===== src/lrc_pkg.sv =====
package lrc_pkg;
    // Register indices on the serial link
    localparam logic [7:0] IDX_RESULT = 8'h00;
    localparam logic [7:0] IDX_CONFIG = 8'h01;
    // Reset values
    localparam logic [15:0] RESULT_RST = 16'h0000;
    localparam logic [15:0] CONFIG_RST = 16'hc810;
    // Result word layout
    localparam int RES_EXP_LSB = 12;
    localparam int RES_MANT_W = 12;
    // Configuration word layout
    localparam int CFG_RANGE_LSB = 12;
    localparam int CFG_LONG_BIT = 11;
    localparam int CFG_MODE_LSB = 9;
    localparam int CFG_OVF_BIT = 8;
    localparam int CFG_DONE_BIT = 7;
    localparam int CFG_ABOVE_BIT = 6;
    localparam int CFG_BELOW_BIT = 5;
    localparam int CFG_MASK_BIT = 2;
    // Bits the host may write; 8 to 5 are status
    localparam logic [15:0] CFG_WR_MASK = 16'hfe1f;
    // Range codes
    localparam logic [3:0] RANGE_MIN = 4'h0;
    localparam logic [3:0] RANGE_MAX = 4'hb;
    localparam logic [3:0] RANGE_AUTO = 4'hc;
    // Conversion modes
    localparam logic [1:0] MODE_OFF = 2'h0;
    localparam logic [1:0] MODE_SINGLE = 2'h1;
    // Step size of range code 0, in units of 0.01 lux
    localparam int STEP0_CENTILUX = 1;

    typedef enum logic [1:0] {
        ST_IDLE = 2'b01,
        ST_CONV = 2'b10
    } lrc_state_t;

    typedef struct packed {
        logic [15:0] cfg;
        logic [15:0] result;
        logic [7:0] ptr;
        logic phase;
        logic [7:0] wr_msb;
        logic [15:0] snap;
        lrc_state_t st;
        logic [3:0] range;
        logic ovf_seen;
        logic ovf;
        logic conversion_done_flag;
        logic start;
        logic abort;
        logic [7:0] rd_data;
        logic rd_valid;
    } lrc_regs_t;

    // Manual range codes lie below the automatic code
    function automatic logic is_manual(input logic [3:0] sel);
        is_manual = (sel < RANGE_AUTO);
    endfunction

    // Step size of a range code in 0.01 lux, doubling per code
    function automatic int step_centilux(input logic [3:0] code);
        step_centilux = STEP0_CENTILUX << code;
    endfunction
endpackage


===== src/lrc_result_config.sv =====
// Summary of operation
// - Result word is exponent in bits 15..12, mantissa in 11..0.
// - Each completed conversion overwrites the stored result word.
// - Exponent codes 0..11 are doubling ranges, step 0.01 to 20.48 lux.
// - Mantissa is an unsigned count from zero to full scale.
// - Mask set with manual range reports exponent field as zero.
// - A configuration write abandons a running conversion at once.
// - After that write a fresh conversion starts if the mode asks.
// - Range selection uses the same code mapping as the exponent.
// - Range code 1100b selects automatic full-scale ranging.
// - Automatic ranging reports the range actually used in exponent.
// - Configuration word at index 01h resets to C810h.
// - Result at index 00h is read-only and resets to zero.
// - Range selection holds automatic code 1100 after power-up.
// - Config bits 15..9 and 4..0 writable; bits 8..5 ignore writes.
// - Registers move as two bytes, more significant byte first.
// - Register pointer is kept until the host writes a new one.
// - Mode 00 shuts down, 01 converts once, 10 or 11 continuously.
// - Auto overflow below maximum range steps up and restarts.
`timescale 1ns/1ps
`default_nettype none
module lrc_result_config
    import lrc_pkg::*;
(
    // Clock and reset
    input wire logic i_clk,
    input wire logic i_sys_rst,
    // Byte port from the serial engine
    input wire logic i_xfer_start,
    input wire logic i_ptr_valid,
    input wire logic [7:0] i_ptr,
    input wire logic i_wr_valid,
    input wire logic [7:0] i_wr_data,
    input wire logic i_rd_req,
    output logic [7:0] o_rd_data,
    output logic o_rd_valid,
    // Limit comparator status
    input wire logic i_above_limit_flag,
    input wire logic i_below_limit_flag,
    // Light converter
    input wire logic i_conv_done,
    input wire logic [RES_MANT_W-1:0] i_conv_mant,
    input wire logic i_conv_ovf,
    output logic o_conv_start,
    output logic o_conv_abort,
    output logic [3:0] o_conv_range,
    output logic o_integration_length_sel
);
    lrc_regs_t q;
    lrc_regs_t n;
    logic commit;
    logic restart;
    logic [3:0] sel;
    logic [15:0] rd_word;
    logic [3:0] exp_out;

    always_comb begin
        n = q;
        n.start = 1'b0;
        n.abort = 1'b0;
        n.rd_valid = 1'b0;
        commit = 1'b0;
        sel = q.cfg[CFG_RANGE_LSB +: 4];
        rd_word = (q.ptr == IDX_CONFIG) ?
            {q.cfg[15:9], q.ovf, q.conversion_done_flag, i_above_limit_flag,
             i_below_limit_flag, q.cfg[4:0]} :
            ((q.ptr == IDX_RESULT) ? q.result : 16'h0000);
        exp_out = (is_manual(sel) && q.cfg[CFG_MASK_BIT]) ? RANGE_MIN :
            q.range;
        restart = i_conv_ovf && !is_manual(sel) && (q.range < RANGE_MAX);
        if (i_xfer_start) begin
            n.phase = 1'b0;
        end else if (i_ptr_valid) begin
            n.ptr = i_ptr;
            n.phase = 1'b0;
        end else if (i_wr_valid) begin
            n.phase = ~q.phase;
            if (!q.phase) begin
                n.wr_msb = i_wr_data;
            end else if (q.ptr == IDX_CONFIG) begin
                commit = 1'b1;
            end
        end else if (i_rd_req) begin
            n.rd_valid = 1'b1;
            n.phase = ~q.phase;
            if (!q.phase) begin
                n.snap = rd_word;
                n.rd_data = rd_word[15:8];
                if (q.ptr == IDX_CONFIG) begin
                    n.conversion_done_flag = 1'b0;
                end
            end else begin
                n.rd_data = q.snap[7:0];
            end
        end
        if (commit) begin
            n.cfg = (q.cfg & ~CFG_WR_MASK) |
                ({q.wr_msb, i_wr_data} & CFG_WR_MASK);
            if (q.st == ST_CONV) begin
                n.abort = 1'b1;
            end
            n.st = ST_IDLE;
        end else begin
            unique case (q.st)
                ST_IDLE: begin
                    if (q.cfg[CFG_MODE_LSB +: 2] != MODE_OFF) begin
                        n.st = ST_CONV;
                        n.start = 1'b1;
                        n.ovf_seen = 1'b0;
                        n.range = is_manual(sel) ? sel : RANGE_MIN;
                    end
                end
                ST_CONV: begin
                    if (restart) begin
                        n.abort = 1'b1;
                        n.start = 1'b1;
                        n.range = q.range + 4'h1;
                    end else if (i_conv_done) begin
                        n.result = {exp_out, i_conv_mant};
                        n.ovf = q.ovf_seen | i_conv_ovf;
                        n.conversion_done_flag = 1'b1;
                        n.st = ST_IDLE;
                        if (q.cfg[CFG_MODE_LSB +: 2] == MODE_SINGLE) begin
                            n.cfg[CFG_MODE_LSB +: 2] = MODE_OFF;
                        end
                    end else if (i_conv_ovf) begin
                        n.ovf_seen = 1'b1;
                    end
                end
            endcase
        end
    end

    always_ff @(posedge i_clk) begin
        if (i_sys_rst) begin
            q.cfg <= CONFIG_RST;
            q.result <= RESULT_RST;
            q.ptr <= IDX_RESULT;
            q.phase <= 1'b0;
            q.wr_msb <= 8'h00;
            q.snap <= 16'h0000;
            q.st <= ST_IDLE;
            q.range <= RANGE_MIN;
            q.ovf_seen <= 1'b0;
            q.ovf <= 1'b0;
            q.conversion_done_flag <= 1'b0;
            q.start <= 1'b0;
            q.abort <= 1'b0;
            q.rd_data <= 8'h00;
            q.rd_valid <= 1'b0;
        end else begin
            q <= n;
        end
    end

    assign o_rd_data = q.rd_data;
    assign o_rd_valid = q.rd_valid;
    assign o_conv_start = q.start;
    assign o_conv_abort = q.abort;
    assign o_conv_range = q.range;
    assign o_integration_length_sel = q.cfg[CFG_LONG_BIT];
endmodule // lrc_result_config
`default_nettype wire


===== config.mk =====
export PLATFORM = sky130hd
export DESIGN_NAME = lrc_result_config
export DESIGN_NICKNAME = d
export VERILOG_FILES = /design/src/lrc_pkg.sv /design/src/lrc_result_config.sv
export SDC_FILE = /design/constraint.sdc
export NUM_CORES = 1
export LEC_CHECK = 0
export ABC_AREA = 1
export ABC_CLOCK_PERIOD_IN_PS = 1940
export BUFFER_PORTS_ARGS = -buffer_cell sky130_fd_sc_hd__buf_2
export CORE_AREA = 2 2 81 83
export CTS_CLUSTER_DIAMETER = 100
export DETAILED_ROUTE_END_ITERATION = 12
export DIE_AREA = 0 0 83 85
export PLACE_DENSITY = 0.78
export SLEW_MARGIN = 40
export SYNTH_ARGS = -nofsm -noshare
export SYNTH_HDL_FRONTEND = slang
export SYNTH_SLANG_ARGS = --single-unit
export TNS_END_PERCENT = 10

===== constraint.sdc =====
create_clock -name i_clk -period 1.94 [get_ports i_clk]
set_input_delay 0.194 -clock i_clk [delete_from_list [all_inputs] [get_ports i_clk]]
set_output_delay 0.194 -clock i_clk [all_outputs]
set_load 0.005 [all_outputs]

==> reports/qor.txt, run 1 <==
Status: complete, no violations
CTS tree: done
Die W: 83 microns
Setup Skew: 0.0103 ns
Sw frac: 0.266
Min cycle time layout: 1.72 ns
Detail Placement HPWL: 5200 microns
Hold Fails Final Rpt: 0
DR pass1 iterations: 4
CTS buffer count: 9
Row cnt: 29
Routed vias/inst: 4.97
Post-CTS Setup Bufs: 0
Mean Syn Cell Area: 7.03 sq um
Clk sink count: 72
Maximum clock insertion buffer count: 2
Clock slew at reported path FFs: 0.08 ns
DIE AREA: 7060 sq um
Post-synth top cells: 109 x nand2_1, 96 x nor2_1, 72 x dfxtp_1, 54 x inv_1, 35 x nand3_1
Arr. time, crit path: 1.98 ns
Seq/Total Area, Yosys: 0.426
Initial antenna violation count: 0
Peak per-stage delay on the critical path: 0.40 ns
DIE HEIGHT: 85 microns
Synthesis Warnings: 0
CP max stage cell: dfxtp_1
Wirelength, routed: 7260 microns
Multi-input gate area: 1540 sq um
Core box area: 6200 sq um
P per Cell Area: 787 nW/um^2
DR iter-0 viols: 249
Max-slew violation count: 0
Critical Path Source Type: flip-flop
Count leader, synth: nand2_1
Max Cap Viol: 0
Syn_nets: 521
Finish-stage setup viols: 0
Final nets: 562
Setup crit end kind: flip-flop
P&R area growth vs syn: 11.8%
P_int: 2.19 mW
Clk network pwr share: 0.358
Diode count: 0
Sequential power share: 0.523
Later-pin clock latency in the skew report: 0.36 ns
Pin slew with the least headroom to its limit: 0.411 ns
Hold-fix buffers, CTS: 0
Grt ovf: 0
Share of Yosys cell area claimed by the top area cell type: 0.426
Resize count post-CTS: 0
Final Instance Count excl. Fillers: 604
Layout cells sized above 1: 0.182
Number of fill cells: 570
Starting Density: 0.546
Placed Cells: 588
Critical path type: flip-flop to flip-flop
Vias in the first global route: 2769
Largest net degree at the start of global routing: 34
Area of the mapped netlist: 3390 sq um
F_max: 582 MHz
Finished Core Util: 0.610
Final ANT Viol Nets: 0
Seq cells post-synth: 72
Commonest register cell after synthesis: dfxtp_1
Slew headroom: 0.724
Crit path cell chain: ha_1, o21ai_0, nand2_1, nand3_2, nor2_4, nand2_1, nand2_1, nor2_1
Worst vdd ir: 0.000404 V
GPL Wtd Cong: 0.827
I/O pin count: 54
Dominant cells by area after synthesis: dfxtp_1 43%, nand2_1 12%, nor2_1 11%
Number of enable flip-flop cells after synthesis: 0
Psw: 0.793 mW
WL/cell: 12.0 microns
Unique masters post-synth: 30
Unrepaired setup endpoints after global routing: false
Period Utilization, post-route: 0.886
Reg-to-reg slack, setup: 0.22 ns
Most frequent CP cell: nand2_1
Post-synth top area cell: dfxtp_1
TNS Setup: 0 ns
Residual DRC: 0
Total track usage: 0.222
Lkg Pwr: 1.87 nW
Clock tree root driver cell: clkbuf_8
Cells after Synth: 482
Comb power frac: 0.119
Total number of vias: 3002
H-tree depth: 3
Port bufs: 53
CP Max Fanout: 15
First-pass GRT wire length: 12500 microns
Register area: 1440 sq um
Async set-or-reset flop fraction in the synthesized netlist: 0
Hold WC Path Type: input port to flip-flop
CP required: 2.20 ns
[path summary, 6_finish.rpt]
kind	startpoint	endpoint	cells past startpoint
worst min-delay path	i_ptr[0]	q[45]$_SDFFE_PP0P_	3
worst max-delay path	o_conv_range[1]$_SDFFE_PP0P_	q[12]$_SDFFE_PP0P_	8
worst max register to register	o_conv_range[1]$_SDFFE_PP0P_	q[12]$_SDFFE_PP0P_	8
worst min register to register	q[13]$_SDFFE_PP0P_	q[13]$_SDFFE_PP0P_	2
[cells in the final DEF, fill, tap and decap left out, types with 2 or more instances in the layout]
master,count
nand2_4,2
nor2_8,2
nor2_1,96
o21ai_0,27
nand3_2,3
o211ai_1,9
buf_4,5
nor2_4,6
nand2_2,4
buf_2,53
clkinv_2,2
clkbuf_8,11
a21oi_1,22
dfxtp_1,72
nand2_1,109
inv_1,54
nand3_1,35
[kinds of logic (layout without fill, tap and decap cells)]
group           after synthesis  count (layout)  share of synthesized area
buf+inv                      86             130                      0.123
fa+ha+maj                     1               1                    0.00369
compound gates               60              60                     0.0983
simple gates                261             262                      0.344
xor+xnor                      2               2                    0.00517
flops                        72              72                      0.426
[sequential cells by signal, summed over array words and instances (netlist names)]
register and flops:
o_conv_abort 1, o_conv_range 4, o_integration_length_sel 1, o_rd_valid 1, o_rd_data 8, o_conv_start 1, q 56
[metal layers]
metal | vias to the layer above | part of all wire | track usage
met3 | 17 | 0.054 | 0.0360
met5 | - | 0 | 0
met2 | 74 | 0.47 | 0.364
met4 | 0 | 0.022 | 0.130
li1 | 1570 | - | -
met1 | 1341 | 0.45 | 0.277
[power by group through the flow]
stage               combinational (mW)  clock (mW)  sequential, mW
floorplan                        0.261           0            1.59
global placement                 0.349           0            1.59
detailed placement               0.354           0            1.59
CTS                              0.354        1.07            1.56
global route                     0.405        1.15            1.56
finish                           0.354        1.07            1.56
[worst max-delay path: cells and delay by family, from the launching register on]
family / cells / cell delay (ns)
and+or+nand+nor: 6 / 0.93
AOI/OAI and AO/OA: 1 / 0.09
DFF: 1 / 0.40
adders and majority gates: 1 / 0.20
[through the flow]
| stage | setup slack, ns | hold slack, ns | cell area [sq um] | power, mW |
|---|---|---|---|---|
| global route | 0.0215 | 0.0626 | 3790 | 3.11 |
| finish | 0.221 | 0.0621 | 3790 | 2.98 |
| global placement | 0.200 | 0.416 | 3600 | 1.94 |
| detailed placement | 0.0971 | 0.423 | 3600 | 1.95 |
| floorplan | 0.568 | 0.267 | 3390 | 1.85 |
| CTS | 0.0706 | 0.0528 | 3770 | 2.99 |
[cell type report]
class                   count  share of cell area
multi-input cells         325               0.407
repair buffers             59              0.0853
flip-flops and latches     72               0.381
inverters                  56              0.0562
well taps                  77              0.0254
clock buffers              12              0.0410
clock inverters             3             0.00463
(Power assumes the default switching activity.)
==> inputs of run 2 (changes only) <==
--- a/config.mk
+++ b/config.mk
@@ -8,11 +8,11 @@
 export ABC_AREA = 1
 export ABC_CLOCK_PERIOD_IN_PS = 1940
 export BUFFER_PORTS_ARGS = -buffer_cell sky130_fd_sc_hd__buf_2
-export CORE_AREA = 2 2 81 83
+export CORE_AREA = 2 2 100 102
+export CTS_BUF_LIST = sky130_fd_sc_hd__clkbuf_8
 export CTS_CLUSTER_DIAMETER = 100
 export DETAILED_ROUTE_END_ITERATION = 12
-export DIE_AREA = 0 0 83 85
-export PLACE_DENSITY = 0.78
+export DIE_AREA = 0 0 102 104
 export SLEW_MARGIN = 40
 export SYNTH_ARGS = -nofsm -noshare
 export SYNTH_HDL_FRONTEND = slang
==> reports/qor.txt, run 2 (synthesized netlist as in run 1, its figures left out) <==
Clock slew at reported path FFs: 0.07 ns
DIE AREA: 10600 sq um
Total track usage: 0.152
Hold Fails Final Rpt: 0
Pin slew with the least headroom to its limit: 0.596 ns
Final nets: 564
H-tree depth: 3
R2r worst-path depth: 8
Most frequent CP cell: nand2_1
Detail Placement HPWL: 5560 microns
Setup Skew: 0.00775 ns
Finished Core Util: 0.409
P&R area growth vs syn: 15.2%
Peak per-stage delay on the critical path: 0.48 ns
Period Utilization, post-route: 0.885
Hold WC Path Type: input port to flip-flop
DR pass1 iterations: 4
GPL Wtd Cong: 0.822
Slew headroom: 0.602
Terminus of the critical flop-to-flop path: q[61]$_SDFFE_PP0P_
Unrepaired setup endpoints after global routing: true
Hold-fix buffers, CTS: 0
Lkg Pwr: 1.90 nW
Critical path buffers and inverters: 0
Worst vdd ir: 0.000364 V
Core box area: 9550 sq um
CP startpoint: o_conv_range[0]$_SDFFE_PP0P_
CTS buffer count: 9
F_max: 582 MHz
Critical path type: flip-flop to flip-flop
Layout cells sized above 1: 0.191
TNS Setup: 0 ns
Biggest register: q
Crit path cell chain: ha_2, o21ai_0, nand2_1, nand3_2, nor2_4, nand2_1, nand2_1, nor2_1
Setup crit end kind: flip-flop
I/O pin count: 54
Vias in the first global route: 2776
Die W: 102 microns
Commonest cells after routing, fill and taps aside: 109 x nand2_1, 96 x nor2_1, 70 x dfxtp_1
Cell family with most CP delay: simple AND/OR/NAND/NOR gates
PnR worst setup slack: 0.223 ns
Most common cell after layout, fill and taps aside: nand2_1
Worst hold margin: 0.0690 ns
Arr. time, crit path: 1.96 ns
Total number of vias: 2906
CTS tree: done
Initial antenna violation count: 0
Hold depth: 3
Largest net degree at the start of global routing: 31
Later-pin clock latency in the skew report: 0.35 ns
Min cycle time layout: 1.72 ns
Final Instance Count excl. Fillers: 663
CP required: 2.19 ns
Crit path capture: q[61]$_SDFFE_PP0P_
Routed vias/inst: 4.38
Reg-to-reg startpoint: o_conv_range[0]$_SDFFE_PP0P_
Critical Path Source Type: flip-flop
First-pass GRT wire length: 12800 microns
Maximum clock insertion buffer count: 2
Status: complete, no violations
Levels on crit path: 8
DR iter-0 viols: 151
CP max stage cell: nor2_4
Finish-stage setup viols: 0
Port bufs: 53
Clk sink count: 72
Residual DRC: 0
Final ANT Viol Nets: 0
Setup WS pre-CTS: 0.0972 ns
Wirelength, routed: 7610 microns
Row cnt: 36
Largest register FFs: 56
Placed Cells: 647
Hold_sp: i_ptr[4]
Grt ovf: 0
Reg-to-reg slack, setup: 0.22 ns
DIE HEIGHT: 104 microns
Diode count: 0
Post-CTS Setup Bufs: 0
CP Max Fanout: 30
P per Cell Area: 798 nW/um^2
Max-slew violation count: 0
Starting Density: 0.355
Clock tree root driver cell: clkbuf_8
WL/cell: 11.5 microns
Max Cap Viol: 0
-- run 2: where the power goes --
| part | total (mW) | leakage [nW] | switching (mW) | internal [mW] |
|---|---|---|---|---|
| clock network | 1.19 | 0.112 | 0.539 | 0.651 |
| logic | 0.366 | 1.20 | 0.224 | 0.142 |
| registers | 1.56 | 0.585 | 0.0305 | 1.53 |
-- run 2: worst reg2reg max path, delay by kind of cell, from the launching register on --
family | cells | cell delay (ns)
and+or+nand+nor | 6 | 1.01
DFF | 1 | 0.36
adders and majority gates | 1 | 0.18
AOI/OAI and AO/OA | 1 | 0.07
-- run 2: final cells by class --
cell class	instances	area, sq um
flip-flops and latches	72	1450
repair buffers	62	345
well taps	133	166
clock inverters	5	47.5
fillers	1050	5650
clock buffers	11	151
multi-input cells	324	1530
inverters	56	213
-- run 2: timing repair --
action                                  in CTS  in global routing
hold endpoints to repair                     0                  0
gates resized for setup                      0                  4
endpoints found under the setup margin       0                 15
-- run 2: metrics by stage --
stage | power [mW] | instance area [sq um]
floorplan | 1.85 | 3390
global placement | 1.95 | 3690
detailed placement | 1.96 | 3690
CTS | 3.14 | 3890
global route | 3.26 | 3900
finish | 3.11 | 3900
-- run 2: worst min path at each step --
stage / to / slack, ns
after global placement: q[45]$_SDFFE_PP0P_ / 0.42
after detailed placement: q[49]$_SDFFE_PP0P_ / 0.42
after floorplan: o_conv_abort$_SDFF_PP0_ / 0.27
final: q[49]$_SDFFE_PP0P_ / 0.07
after CTS: q[45]$_SDFFE_PP0P_ / 0.06
after global routing: q[45]$_SDFFE_PP0P_ / 0.06
-- run 2: metal layers --
metal	global-route usage	vias to the layer above	part of all wire
li1	-	1576	-
met3	0.0383	13	0.052
met2	0.227	71	0.42
met5	0	-	0
met4	0.0600	0	0.021
met1	0.210	1246	0.51
==> inputs of run 3 (changes only) <==
--- a/config.mk
+++ b/config.mk
@@ -5,14 +5,13 @@
 export SDC_FILE = /design/constraint.sdc
 export NUM_CORES = 1
 export LEC_CHECK = 0
-export ABC_AREA = 1
 export ABC_CLOCK_PERIOD_IN_PS = 1940
-export BUFFER_PORTS_ARGS = -buffer_cell sky130_fd_sc_hd__buf_2
-export CORE_AREA = 2 2 100 102
+export CORE_AREA = 2 2 98 100
 export CTS_BUF_LIST = sky130_fd_sc_hd__clkbuf_8
 export CTS_CLUSTER_DIAMETER = 100
 export DETAILED_ROUTE_END_ITERATION = 12
-export DIE_AREA = 0 0 102 104
+export DIE_AREA = 0 0 100 102
+export DONT_BUFFER_PORTS = 1
 export SLEW_MARGIN = 40
 export SYNTH_ARGS = -nofsm -noshare
 export SYNTH_HDL_FRONTEND = slang
==> reports/qor.txt, run 3 <==
I/O pin count: 54
Reg-to-reg slack, setup: 0.07 ns
Finished Core Util: 0.429
Unrepaired setup endpoints after global routing: true
Syn_nets: 383
WL/cell: 15.9 microns
Layout cells sized above 1: 0.188
Post-synth top cells: 72 x dfxtp_1, 57 x nand2_1, 35 x nor2_1, 31 x mux2i_1, 17 x mux2_2
Row cnt: 35
Clk sink count: 72
Diode count: 0
Dominant cells by area after synthesis: dfxtp_1 45%, mux2i_1 9.6%, nand2_1 6.6%
Routed vias/inst: 5.24
Seq/Total Area, Yosys: 0.447
Async set-or-reset flop fraction in the synthesized netlist: 0
Min cycle time layout: 1.87 ns
CP Max Fanout: 9
Reg-to-reg startpoint: q[48]$_SDFFE_PP0P_
Hold depth: 3
Terminus of the critical flop-to-flop path: o_conv_range[3]$_SDFFE_PP0P_
Total track usage: 0.162
CP max stage cell: or4_4
Synthesis Warnings: 0
Setup Skew: 0.0117 ns
Hold_sp: i_sys_rst
Biggest register: q
Starting Density: 0.354
Number of enable flip-flop cells after synthesis: 0
Maximum clock insertion buffer count: 2
Largest register FFs: 56
Count leader, synth: dfxtp_1
Final ANT Viol Nets: 0
H-tree depth: 3
Core box area: 9110 sq um
Largest net degree at the start of global routing: 49
Share of Yosys cell area claimed by the top area cell type: 0.447
Peak per-stage delay on the critical path: 0.59 ns
Port bufs: 0
Area of the mapped netlist: 3220 sq um
CP required: 2.20 ns
Hold Fails Final Rpt: 0
Post-CTS Setup Bufs: 0
Lkg Pwr: 1.46 nW
Commonest register cell after synthesis: dfxtp_1
Unique masters post-synth: 48
Most common cell after layout, fill and taps aside: dfxtp_1
Worst Hold End: o_conv_range[0]$_SDFFE_PP0P_
Most frequent CP cell: or4_4
Seq cells post-synth: 72
P per Cell Area: 809 nW/um^2
Worst vdd ir: 0.000312 V
Initial antenna violation count: 0
Clock tree root driver cell: clkbuf_8
Residual DRC: 0
Post-synth top area cell: dfxtp_1
Crit path cell chain: or4_4, or4_4, a311o_1, o31ai_1
Setup crit end kind: flip-flop
Slew headroom: 0.666
R2r worst-path depth: 4
Pin slew with the least headroom to its limit: 0.494 ns
DIE HEIGHT: 102 microns
Vias in the first global route: 2529
Arr. time, crit path: 2.13 ns
Status: complete, no violations
DR iter-0 viols: 171
Period Utilization, post-route: 0.962
Total number of vias: 2589
Max Cap Viol: 0
Final nets: 417
Die W: 100 microns
CTS tree: done
P&R area growth vs syn: 21.3%
Critical path type: flip-flop to flip-flop
Commonest cells after routing, fill and taps aside: 72 x dfxtp_1, 57 x nand2_1, 35 x nor2_1
Critical Path Source Type: flip-flop
Clock slew at reported path FFs: 0.08 ns
DR pass1 iterations: 4
Wirelength, routed: 7840 microns
Worst hold margin: 0.0348 ns
Later-pin clock latency in the skew report: 0.35 ns
Grt ovf: 0
Max-slew violation count: 0
CTS buffer count: 9
DIE AREA: 10200 sq um
GPL Wtd Cong: 0.848
Mean Syn Cell Area: 9.37 sq um
Cells after Synth: 344
Detail Placement HPWL: 5500 microns
Finish-stage setup viols: 0
First-pass GRT wire length: 12800 microns
F_max: 536 MHz
Hold WC Path Type: input port to flip-flop
-- run 3: changes by cell type after synthesis, moves of 6 or more --
cell and change:
mux2i_1 +31, nor3_1 +9, a221oi_1 +8, mux2_2 +17, inv_1 -50, nor2_1 -61
nand2_1 -52, o21ai_0 -26, a21oi_1 -10, clkbuf_1 +6, nand3_1 -30, a22oi_1 +8
-- run 3: logic make-up after synthesis --
logic type,after synthesis,synth area share
flops,72,0.447
mux,48,0.156
fa+ha+maj,1,0.00388
xor+xnor,1,0.00272
buf+inv,38,0.0733
compound gates,52,0.118
simple gates,132,0.199
-- run 3: stage by stage --
stage	instance area [sq um]	total power, mW	TNS [ns]	setup slack [ns]	cells
2_1_floorplan	3220	1.68	0	0.00760	344
3_3_place_gp	3350	1.69	-0.0396	-0.0303	448
3_5_place_dp	3350	1.70	-0.127	-0.0417	448
4_1_cts	3910	3.20	0	0.0110	494
5_1_grt	3910	3.29	-0.00159	-0.00159	494
6_report	3910	3.17	0	0.0744	494
-- run 3: repair_timing --
item / in CTS / in global routing
endpoints found under the hold margin: 61 / 0
hold buffers: 30 / 0
pin swaps: 2 / 0
gates resized for setup: 0 / 2
setup endpoints to repair: 6 / 5
-- run 3: worst max path at each step --
stage,slack [ns],start,depth (start not counted),to
detailed placement,-0.04,q[48]$_SDFFE_PP0P_,4,o_conv_range[3]$_SDFFE_PP0P_
global route,-0.002,q[48]$_SDFFE_PP0P_,5,q[73]$_SDFFE_PP1P_
floorplan,0.008,q[48]$_SDFFE_PP0P_,5,o_conv_range[3]$_SDFFE_PP0P_
global placement,-0.03,q[48]$_SDFFE_PP0P_,4,o_conv_range[1]$_SDFFE_PP0P_
finish,0.07,q[48]$_SDFFE_PP0P_,4,o_conv_range[3]$_SDFFE_PP0P_
CTS,0.01,o_conv_range[0]$_SDFFE_PP0P_,6,o_conv_range[0]$_SDFFE_PP0P_
-- run 3: metal layers --
metal | vias to the layer above | wire [microns] | GRT usage
li1 | 1273 | - | -
met1 | 1232 | 3420 | 0.203
met2 | 68 | 3710 | 0.257
met3 | 16 | 467 | 0.0458
met4 | 0 | 242 | 0.0801
met5 | - | 0 | 0
-- run 3: critical path, delay by kind of cell, from the launching register on --
| family | cells | cell delay, ns |
|---|---|---|
| simple gates | 2 | 1.11 |
| compound gates | 2 | 0.35 |
| flops | 1 | 0.32 |
-- run 3: area by class of cell --
| cell class | instances | area (sq um) |
|---|---|---|
| well taps | 111 | 139 |
| clock buffers | 9 | 124 |
| fillers | 891 | 5200 |
| multi-input cells | 234 | 1550 |
| flip-flops and latches | 72 | 1440 |
| inverters | 5 | 18.8 |
| clock inverters | 7 | 120 |
| repair buffers | 56 | 518 |
-- run 3: power by group --
group,leakage [nW],switching [mW],internal (mW)
clock,0.119,0.578,0.856
combinational,0.757,0.114,0.109
sequential,0.582,0.0121,1.50
total,1.46,0.704,2.46
